`src/shared/rlpf_pkg.sv`:
```
// Shared constants, encodings and the state record of the redriver link/power controller.
// Assumes a 200 MHz control clock; all times below are turned into cycle counts here.
package rlpf_pkg;
   localparam int CLK_MHZ        = 200;
   localparam int NCH            = 2;
   localparam int CNT_W          = 22;
   // Times in their own units, then derived cycle counts
   localparam int RETRY_MS       = 12;
   localparam int RETRY_CYC      = RETRY_MS * 1000 * CLK_MHZ;
   localparam int WAKE_US        = 100;
   localparam int WAKE_CYC       = WAKE_US * CLK_MHZ;
   localparam int SLEEP_US       = 2;
   localparam int SLEEP_CYC      = SLEEP_US * CLK_MHZ;
   localparam int IDLE_NS        = 6;
   localparam int IDLE_CYC_RAW   = (IDLE_NS * CLK_MHZ) / 1000;
   localparam int IDLE_CYC       = (IDLE_CYC_RAW < 1) ? 1 : IDLE_CYC_RAW;
   localparam int DET_CYC        = 64;
   localparam int U_ENTRY_CYC    = 2000;
   localparam int U_PERIOD_CYC   = 4000;
   // Register byte offsets
   localparam logic [7:0] REG_CTRL = 8'h00;
   localparam logic [7:0] REG_STAT = 8'h04;
   localparam logic [7:0] REG_CFG  = 8'h08;
   localparam int CTRL_RESTART   = 0;
   localparam int CTRL_UEN       = 1;
   localparam logic CTRL_UEN_RST = 1'b1;
   // Three-state pin codes
   typedef logic [1:0] rlpf_pin_t;
   localparam rlpf_pin_t PIN_FLOAT = 2'h0;
   localparam rlpf_pin_t PIN_LOW   = 2'h1;
   localparam rlpf_pin_t PIN_HIGH  = 2'h2;
   typedef enum logic [2:0] {M_SLEEP, M_WAKE, M_DETECT, M_RETRY, M_ACTIVE, M_ULP,
                             M_UDET} rlpf_mode_e;
   typedef enum logic [2:0] {DE_0DB, DE_M2P2, DE_M3P5, DE_M4P4, DE_M5P2, DE_M6P0} rlpf_de_e;
   typedef struct packed {
      logic             en_s1;
      logic             en_s2;
      logic [1:0]       found_s1;
      logic [1:0]       found_s2;
      logic [11:0]      cfg_s1;
      logic [11:0]      cfg_s2;
      rlpf_mode_e       mode;
      logic [CNT_W-1:0] cnt;
      logic [CNT_W-1:0] idle_cnt;
      logic [1:0]       idle;
      logic [1:0]       found;
      logic [3:0]       eq;
      logic [3:0]       os;
      logic [3:0]       de;
      logic             u_en;
      logic             a_valid;
      logic             a_wr;
      logic [7:0]       a_addr;
      logic [31:0]      rdata;
      logic [1:0]       rx_term;
      logic [1:0]       tx_term;
      logic [1:0]       tx_float;
      logic [1:0]       probe;
      logic             low_power;
      logic             asleep;
      logic             active;
      logic             ulp;
   } rlpf_state_s;
endpackage

```
`src/design/rlpf_top.sv`:
```
// Link and power controller of a dual-channel SuperSpeed redriver, with an AHB-Lite slave.
// Assumes analog front ends for receiver detect, LFPS squelch and three-state pin sensing.
// What this block does
// - Power-up or enable toggle: inputs high impedance, then probe far-end receivers.
// - Receivers found on both channels: enable normal transmit and receive terminations.
// - Detection failed: float transmitter of each channel not found, low power, retry every 12 ms.
// - In U2/U3, repeat detection periodically while keeping input termination.
// - U2/U3 detect found returns to low power, else drop termination, redetect.
// - Input below LFPS minimum threshold puts that transmitter into electrical idle.
// - Input above LFPS maximum threshold leaves idle and passes signal again.
// - Idle entry and exit complete in under 6 ns.
// - Active only with enable high and both ends detected; apply selected settings.
// - Enable falling, or power-up with enable low, enters sleep with terminations off.
// - Sleep entered within 2 us; leave for detection within 100 us.
// - Enable pin one means normal operation, zero means sleep.
// - Link break or failed detection: receiver-detect mode, circuits down, inputs Hi-Z.
// - Receiver-detect mode reconnects on its own without configuration.
// - Internal timers track U2/U3 entry and switch off selected circuitry.
// - LFPS activity in U2/U3 returns the device to active mode.
// - Equalization pin: floating 0 dB, low 7 dB, high 15 dB.
// - Swing pin: floating 1042, low 908, high 1127 mVpp.
// - De-emphasis pin with swing pin selects the de-emphasis level.
//
// Decided for this implementation: the AHB-Lite slave port and the address map.
`timescale 1ns/10ps
module rlpf_top #(
   parameter int RETRY_CYCLES    = rlpf_pkg::RETRY_CYC,
   parameter int WAKE_CYCLES     = rlpf_pkg::WAKE_CYC,
   parameter int U_ENTRY_CYCLES  = rlpf_pkg::U_ENTRY_CYC,
   parameter int U_PERIOD_CYCLES = rlpf_pkg::U_PERIOD_CYC
) (
   // Clock and reset
   input  wire logic        mclk,
   input  wire logic        reset_n,
   // AHB-Lite slave
   input  wire logic        hsel,
   input  wire logic [31:0] haddr,
   input  wire logic [1:0]  htrans,
   input  wire logic        hwrite,
   input  wire logic [2:0]  hsize,
   input  wire logic [31:0] hwdata,
   input  wire logic        hready,
   output logic      [31:0] hrdata,
   output logic             hreadyout,
   output logic             hresp,
   // Board enable/sleep pin
   input  wire logic        en_sleep_pin,
   // Three-state pin sensing, per channel: level under weak pull-up and under weak pull-down
   input  wire logic [1:0]  eq_sense_up,
   input  wire logic [1:0]  eq_sense_dn,
   input  wire logic [1:0]  os_sense_up,
   input  wire logic [1:0]  os_sense_dn,
   input  wire logic [1:0]  de_sense_up,
   input  wire logic [1:0]  de_sense_dn,
   // Analog detect and squelch comparators
   input  wire logic [1:0]  rxdet_found,
   input  wire logic [1:0]  lfps_below_min,
   input  wire logic [1:0]  lfps_above_max,
   // Terminations and driver control
   output logic      [1:0]  rx_term_en,
   output logic      [1:0]  tx_term_en,
   output logic      [1:0]  tx_float,
   output logic      [1:0]  tx_elec_idle,
   output logic      [1:0]  rxdet_probe,
   // Power modes
   output logic             low_power,
   output logic             asleep,
   output logic             active_mode,
   output logic             ulp_mode,
   // Selected settings, per channel
   output logic      [3:0]  rx_equalization_select,
   output logic      [3:0]  output_swing_select,
   output logic      [5:0]  tx_deemphasis_select
);
   import rlpf_pkg::*;

   generate
      if (RETRY_CYCLES < 2 || RETRY_CYCLES >= 2**CNT_W || WAKE_CYCLES < 2 ||
          WAKE_CYCLES >= 2**CNT_W || U_ENTRY_CYCLES < 2 || U_ENTRY_CYCLES >= 2**CNT_W ||
          U_PERIOD_CYCLES <= DET_CYC || U_PERIOD_CYCLES >= 2**CNT_W) begin : g_bad
         $error("rlpf_top: cycle count parameter out of range");
      end
   endgenerate

   localparam logic [CNT_W-1:0] RETRY_LAST = CNT_W'(RETRY_CYCLES - 1);
   localparam logic [CNT_W-1:0] WAKE_LAST  = CNT_W'(WAKE_CYCLES - 1);
   localparam logic [CNT_W-1:0] UENT_LAST  = CNT_W'(U_ENTRY_CYCLES - 1);
   localparam logic [CNT_W-1:0] UPER_LAST  = CNT_W'(U_PERIOD_CYCLES - 1);
   localparam logic [CNT_W-1:0] DET_LAST   = CNT_W'(DET_CYC - 1);

   rlpf_state_s q_ff;
   rlpf_state_s nxt_q;

   // Sense pair to code: up only floats; both low is driven low; both high is driven high
   function automatic rlpf_pin_t pin_code(input logic up, input logic dn);
      rlpf_pin_t c;
      c = PIN_FLOAT;
      if (!up && !dn) begin
         c = PIN_LOW;
      end else if (up && dn) begin
         c = PIN_HIGH;
      end
      return c;
   endfunction

   function automatic rlpf_de_e de_level(input rlpf_pin_t de, input rlpf_pin_t os);
      rlpf_de_e r;
      r = DE_0DB;
      if (de == PIN_LOW) begin
         r = (os == PIN_LOW) ? DE_M2P2 : ((os == PIN_HIGH) ? DE_M4P4 : DE_M3P5);
      end else if (de == PIN_HIGH) begin
         r = (os == PIN_LOW) ? DE_M5P2 : DE_M6P0;
      end
      return r;
   endfunction

   logic        addr_take;
   logic        sw_restart;
   logic [11:0] cfg_raw;

   assign addr_take  = hsel && hready && htrans[1];
   assign sw_restart = q_ff.a_valid && q_ff.a_wr && (q_ff.a_addr == REG_CTRL) &&
                       hwdata[CTRL_RESTART];
   assign cfg_raw    = {de_sense_dn, de_sense_up, os_sense_dn, os_sense_up,
                        eq_sense_dn, eq_sense_up};

   always_comb begin
      nxt_q = q_ff;
      // Two-flop synchronisers for pins and the slow detect comparator
      nxt_q.en_s1    = en_sleep_pin;
      nxt_q.en_s2    = q_ff.en_s1;
      nxt_q.found_s1 = rxdet_found;
      nxt_q.found_s2 = q_ff.found_s1;
      nxt_q.cfg_s1   = cfg_raw;
      nxt_q.cfg_s2   = q_ff.cfg_s1;
      // Squelch comparators share this clock, so one flop keeps idle turnaround to one cycle
      for (int ch = 0; ch < NCH; ch++) begin
         if (lfps_below_min[ch]) begin
            nxt_q.idle[ch] = 1'b1;
         end else if (lfps_above_max[ch]) begin
            nxt_q.idle[ch] = 1'b0;
         end
      end
      // Time both channels have sat in electrical idle while active
      if (q_ff.mode == M_ACTIVE && (&q_ff.idle)) begin
         if (q_ff.idle_cnt != UENT_LAST) begin
            nxt_q.idle_cnt = q_ff.idle_cnt + 1'b1;
         end
      end else begin
         nxt_q.idle_cnt = '0;
      end
      nxt_q.cnt = q_ff.cnt + 1'b1;
      case (q_ff.mode)
         M_SLEEP: begin
            nxt_q.cnt = '0;
            if (q_ff.en_s2) begin
               nxt_q.mode = M_WAKE;
            end
         end
         M_WAKE: begin
            if (q_ff.cnt == WAKE_LAST) begin
               nxt_q.cnt  = '0;
               nxt_q.mode = M_DETECT;
               // Settings are latched once per wake so a drifting pin cannot retune live traffic
               for (int ch = 0; ch < NCH; ch++) begin
                  nxt_q.eq[2*ch +: 2] = pin_code(q_ff.cfg_s2[ch], q_ff.cfg_s2[2+ch]);
                  nxt_q.os[2*ch +: 2] = pin_code(q_ff.cfg_s2[4+ch], q_ff.cfg_s2[6+ch]);
                  nxt_q.de[2*ch +: 2] = pin_code(q_ff.cfg_s2[8+ch], q_ff.cfg_s2[10+ch]);
               end
            end
         end
         M_DETECT: begin
            if (q_ff.cnt == DET_LAST) begin
               nxt_q.cnt   = '0;
               nxt_q.found = q_ff.found_s2;
               nxt_q.mode  = (&q_ff.found_s2) ? M_ACTIVE : M_RETRY;
            end
         end
         M_RETRY: begin
            if (q_ff.cnt == RETRY_LAST) begin
               nxt_q.cnt  = '0;
               nxt_q.mode = M_DETECT;
            end
         end
         M_ACTIVE: begin
            nxt_q.cnt = '0;
            if (q_ff.u_en && q_ff.idle_cnt == UENT_LAST) begin
               nxt_q.mode = M_ULP;
            end
         end
         M_ULP: begin
            if (~&q_ff.idle) begin
               nxt_q.cnt  = '0;
               nxt_q.mode = M_ACTIVE;
            end else if (q_ff.cnt == UPER_LAST) begin
               nxt_q.cnt  = '0;
               nxt_q.mode = M_UDET;
            end
         end
         M_UDET: begin
            if (q_ff.cnt == DET_LAST) begin
               nxt_q.cnt   = '0;
               nxt_q.found = q_ff.found_s2;
               nxt_q.mode  = (&q_ff.found_s2) ? M_ULP : M_DETECT;
            end
         end
         default: begin
            nxt_q.mode = M_SLEEP;
         end
      endcase
      // Software restart reruns detection unless asleep
      if (sw_restart && q_ff.mode != M_SLEEP && q_ff.mode != M_WAKE) begin
         nxt_q.cnt  = '0;
         nxt_q.mode = M_DETECT;
      end
      // Pin low overrides everything
      if (!q_ff.en_s2) begin
         nxt_q.cnt  = '0;
         nxt_q.mode = M_SLEEP;
      end
      // Analog controls follow the next mode so they change with it
      nxt_q.rx_term   = 2'h0;
      nxt_q.tx_term   = 2'h0;
      nxt_q.tx_float  = 2'h3;
      nxt_q.probe     = 2'h0;
      nxt_q.low_power = 1'b1;
      nxt_q.asleep    = (nxt_q.mode == M_SLEEP) || (nxt_q.mode == M_WAKE);
      nxt_q.active    = 1'b0;
      nxt_q.ulp       = 1'b0;
      case (nxt_q.mode)
         M_DETECT: begin
            nxt_q.probe = 2'h3;
         end
         M_RETRY: begin
            nxt_q.tx_float = ~nxt_q.found;
            nxt_q.tx_term  = nxt_q.found;
         end
         M_ACTIVE: begin
            nxt_q.rx_term   = 2'h3;
            nxt_q.tx_term   = 2'h3;
            nxt_q.tx_float  = 2'h0;
            nxt_q.low_power = 1'b0;
            nxt_q.active    = 1'b1;
         end
         M_ULP, M_UDET: begin
            nxt_q.rx_term  = 2'h3;
            nxt_q.tx_term  = 2'h3;
            nxt_q.tx_float = 2'h0;
            nxt_q.probe    = (nxt_q.mode == M_UDET) ? 2'h3 : 2'h0;
            nxt_q.ulp      = 1'b1;
         end
         default: begin
            nxt_q.tx_float = 2'h3;
         end
      endcase
      // Bus: address phase captured, write applied in the data phase, read data registered at the end of the address phase
      nxt_q.a_valid = addr_take;
      if (addr_take) begin
         nxt_q.a_wr   = hwrite;
         nxt_q.a_addr = haddr[7:0];
      end
      if (q_ff.a_valid && q_ff.a_wr && q_ff.a_addr == REG_CTRL) begin
         nxt_q.u_en = hwdata[CTRL_UEN];
      end
      nxt_q.rdata = 32'h0;
      if (addr_take && !hwrite) begin
         if (haddr[7:0] == REG_CTRL) begin
            nxt_q.rdata[CTRL_UEN] = q_ff.u_en;
         end else if (haddr[7:0] == REG_STAT) begin
            nxt_q.rdata[13:0] = {q_ff.en_s2, q_ff.asleep, q_ff.active, q_ff.ulp, q_ff.idle,
                                 q_ff.found, q_ff.rx_term, q_ff.tx_float, q_ff.mode[2:1]};
            nxt_q.rdata[16]   = q_ff.mode[0];
         end else if (haddr[7:0] == REG_CFG) begin
            nxt_q.rdata[11:0] = {q_ff.de, q_ff.os, q_ff.eq};
         end
      end
   end

   always_ff @(posedge mclk or negedge reset_n) begin
      if (!reset_n) begin
         q_ff          <= '0;
         q_ff.mode     <= M_SLEEP;
         q_ff.u_en     <= CTRL_UEN_RST;
         q_ff.tx_float <= 2'h3;
         q_ff.asleep   <= 1'b1;
         q_ff.low_power <= 1'b1;
      end else begin
         q_ff <= nxt_q;
      end
   end

   // Outputs from flops, de-emphasis select decoded from them; hreadyout and hresp tied off
   assign hrdata       = q_ff.rdata;
   assign hreadyout    = 1'b1;
   assign hresp        = 1'b0;
   assign rx_term_en   = q_ff.rx_term;
   assign tx_term_en   = q_ff.tx_term;
   assign tx_float     = q_ff.tx_float;
   assign tx_elec_idle = q_ff.idle;
   assign rxdet_probe  = q_ff.probe;
   assign low_power    = q_ff.low_power;
   assign asleep       = q_ff.asleep;
   assign active_mode  = q_ff.active;
   assign ulp_mode     = q_ff.ulp;
   assign rx_equalization_select = q_ff.eq;
   assign output_swing_select    = q_ff.os;
   assign tx_deemphasis_select   = {de_level(q_ff.de[3:2], q_ff.os[3:2]),
                                    de_level(q_ff.de[1:0], q_ff.os[1:0])};
endmodule

```
`config.mk`:
```
export PLATFORM = sky130hd
export DESIGN_NAME = rlpf_top
export DESIGN_NICKNAME = d
export VERILOG_FILES = /design/src/shared/rlpf_pkg.sv /design/src/design/rlpf_top.sv
export SDC_FILE = /design/constraint.sdc
export NUM_CORES = 1
export LEC_CHECK = 0
export BUFFER_PORTS_ARGS = -buffer_cell sky130_fd_sc_hd__buf_4
export CAP_MARGIN = 40
export CORE_MARGIN = 2
export CORE_UTILIZATION = 53
export CTS_CLUSTER_SIZE = 12
export DETAILED_ROUTE_END_ITERATION = 12
export GPL_TIMING_DRIVEN = 0
export PLACE_DENSITY = 0.79
export SLEW_MARGIN = 15
export SYNTH_ARGS = -nofsm -noshare
export SYNTH_HDL_FRONTEND = slang
export SYNTH_SLANG_ARGS = --single-unit
```
`constraint.sdc`:
```
create_clock -name mclk -period 2.9 [get_ports mclk]
set_clock_uncertainty 0.05 [all_clocks]
set_input_delay 0.435 -clock mclk [delete_from_list [all_inputs] [get_ports mclk]]
set_output_delay 0.435 -clock mclk [all_outputs]
set_load 0.05 [all_outputs]
```
==> results.cfg <==
[run_status]
outcome = finished clean

[floorplanning]
rows = 38
die-area_sq_um = 11800
die_w_um = 109
die_y_um = 109
initial_utilization_pct = 53.9
design.core.area_sq_um = 10700
io_pins = 155

[synth]
synth_common_cells = dfrtp_1, nor2_1, buf_4
synth.area.top_cells = dfrtp_1, buf_4, nor2_1
synth_warnings = 0
netlist.area_leader.share_pct = 53.6
synth_ff_type = dfrtp_1
netlist_area_sq_um = 5790
syn_area_per_cell_sq_um = 10.7
synth_cell_type_count = 60
ys_seq_elements = 129
yosysTopAreaCell = dfrtp_1
synth_cells = 540
synth-edff-count = 0
synthArstFlopShare_pct = 100
yosysSeqAreaShare_pct = 55.8
synth_most_common_cell = dfrtp_1

[detailed_routing]
drt_wl_total_mm = 12.4
drt_iter0_drc = 228
detail-route-antenna-nets = 0
avgViaCountPerCell = 5.15
post_drt_wl_per_cell_um = 15.1
drc = 0
dr.pass1.iters = 4
via_count = 4236

[global_routing]
grt_pass1_wl_mm = 20.0
grt_pass1_vias = 4252
track_usage_pct = 22.4
antenna_found_initial = 0
grt_max_degree = 77
grt_overflow = 0

[worst_setup_path]
reg2reg_depth = 6
cp_data_required_time_ns = 3.29
start_kind = flip-flop
max_stage_delay_ns = 0.58
end_kind = flip-flop
critPathKind = flip-flop to flip-flop
critical_path_buf_inv_count = 0
worstSetupPathDepth = 6
cp_cell_sequence = or4_4, nor4_4, nand4_2, or2_4, a21oi_4, or3b_1
worstPathMaxFanout = 9
r2r_end = low_power$_DFF_PN1_
cp.arrival_ns = 3.02
r2r-start = q_ff[110]$_DFF_PN0_
r2r_slack_ns = 0.27
critPathSlowestCell = or4_4
worstSetupStartpoint = q_ff[110]$_DFF_PN0_
crit_family = simple AND/OR/NAND/NOR gates

[timing]
finalHoldViolations = 0
fmax_ghz = 0.380
rsz0062_at_grt = false
setup_violations = 0
drv_slew = 0
slew_headroom_pct = 44.0
post-route-period-util_pct = 90.8
worst_pin_slew_ns = 0.833
min_period_ns = 2.63
fin_ws_ns = 0.268
finalSetupTns_ns = 0

[clock_tree]
clkSinkCount = 129
cts_setup_buffers = 0
cts_buffer_depth = 2
h-tree-depth = 4
numCtsBuffers = 17
path_clk_slew_ns = 0.06
cts_root_buffer = clkbuf_8
cts_tree = done
worstSkewPairLatency_ns = 0.53
cts_resized = 0

[power]
p_leak_nw = 3.40
p_total_w = 0.00406
comb_power_share_pct = 6.2
vdd_drop_max_mv = 0.482
seq_power_share_pct = 46.2
p_switching_w = 0.00104
pwr-share-clk_pct = 47.5
intPower_w = 0.00303
cellPowerDensity_nw_per_um2 = 553
swShare_pct = 25.5

[layout]
final_layout_size_suffix_gt1_share_pct = 29.7
area_delta_synth_final_pct = 26.7
n_antenna_cell = 0
nNetsFinal = 767
fillers = 785

[flow_run]
cap_violations = 0

[placement]
post-place-ws_ns = 0.322
placement.io_buffers = 77
place.gp.congestion = 0.912
hpwl_mm = 8.38

[hold_path]
hold_end = tx_elec_idle[1]$_DFFE_PN0P_
hp-start = lfps_below_min[1]
hold_path.class = input pin to flip-flop
min_path_cells = 2
## how the worst max path moves through the flow
| stage | end | slack, ns |
|---|---|---|
| 2_1_floorplan | rx_equalization_select[0]$_DFFE_PN0P_ | 0.59 |
| 3_3_place_gp | low_power$_DFF_PN1_ | 0.35 |
| 3_5_place_dp | low_power$_DFF_PN1_ | 0.32 |
| 4_1_cts | low_power$_DFF_PN1_ | 0.27 |
| 5_1_grt | q_ff[55]$_DFFE_PN0P_ | 0.15 |
| 6_report | low_power$_DFF_PN1_ | 0.27 |
## power groups by stage
stage / combinational [W] / clock, W / sequential (W)
global route: 0.000277 / 0.00204 / 0.00188
CTS: 0.000254 / 0.00195 / 0.00188
global placement: 0.000224 / 0 / 0.00191
finish: 0.000252 / 0.00193 / 0.00188
floorplan: 0.000141 / 0 / 0.00190
detailed placement: 0.000235 / 0 / 0.00191
## final cells by class
class / count / area [sq um] / share of cell area [%]
plain buffers: 70 / 472 / 6.43
clock buffers: 17 / 414 / 5.64
clock inverters: 15 / 123 / 1.67
inverters: 14 / 52.6 / 0.716
multi-input cells: 344 / 2100 / 28.6
flip-flops and latches: 129 / 3230 / 44.1
well taps: 140 / 175 / 2.39
repair buffers: 94 / 769 / 10.5
## cell usage in the layout, fill, tap and decap left out, types with 4 or more instances in the layout
cell type,synthesis,final
a21oi_1,10,10
a22oi_1,9,9
a31o_2,4,4
a31oi_1,4,4
and3_1,11,11
buf_2,5,5
buf_4,52,128
clkbuf_1,11,11
clkbuf_16,0,16
conb_1,2,19
dfrtp_1,124,124
dfstp_2,5,5
dlygate4sd3_1,0,16
ha_1,4,4
inv_1,14,14
inv_6,0,7
mux2_2,11,11
nand2_1,41,41
nand2b_1,5,5
nand3_1,19,19
nand4_1,9,9
nor2_1,79,79
nor3_1,13,13
nor3b_1,4,4
nor4_1,4,4
o21ai_0,5,5
o21ai_1,6,6
o31ai_1,5,5
xnor2_1,19,19
xor2_1,18,18
## per-layer routing
layer,track usage [%],share of wire [%]
met1,28.4,42
met2,37.1,51
met3,5.61,4.6
met4,9.07,1.7
met5,0,0
## repair_timing
item,in CTS,in global routing
hold buffers,16,0
endpoints found under the hold margin,67,0
setup endpoints to repair,0,0
## registers in the layout, indices dropped and copies added, names as in the netlist, 2 cells and up
| signal | count |
|---|---|
| hrdata | 15 |
| q_ff | 79 |
| rx_equalization_select | 4 |
| nxt_q | 15 |
| tx_term_en | 2 |
| output_swing_select | 4 |
| tx_float | 2 |
| tx_elec_idle | 2 |
## kinds of logic (layout without fill, tap and decap cells)
group | count (synthesis) | count (layout) | synth area share, %
and+or+nand+nor | 212 | 212 | 18.8
AOI/OAI and AO/OA | 60 | 60 | 7.41
buffers and inverters | 84 | 210 | 9.05
adders and majority gates | 4 | 4 | 0.864
muxes | 12 | 12 | 2.31
other | 2 | 19 | 0.130
xor gates and xnor gates | 37 | 37 | 5.59
DFF | 129 | 129 | 55.8
## stage by stage
step | utilization [%] | hold slack [ns] | cell area [sq um] | std cells
after floorplan | - | 0.0894 | 5860 | 557
after global placement | 61.5 | 0.283 | 6610 | 774
after detailed placement | 61.8 | 0.285 | 6640 | 775
after CTS | 68.3 | 0.0119 | 7340 | 823
after global routing | 68.3 | 0.0229 | 7340 | 823
final | 68.3 | 0.0276 | 7340 | 823
No activity file was read; power rests on OpenSTA's default activity.
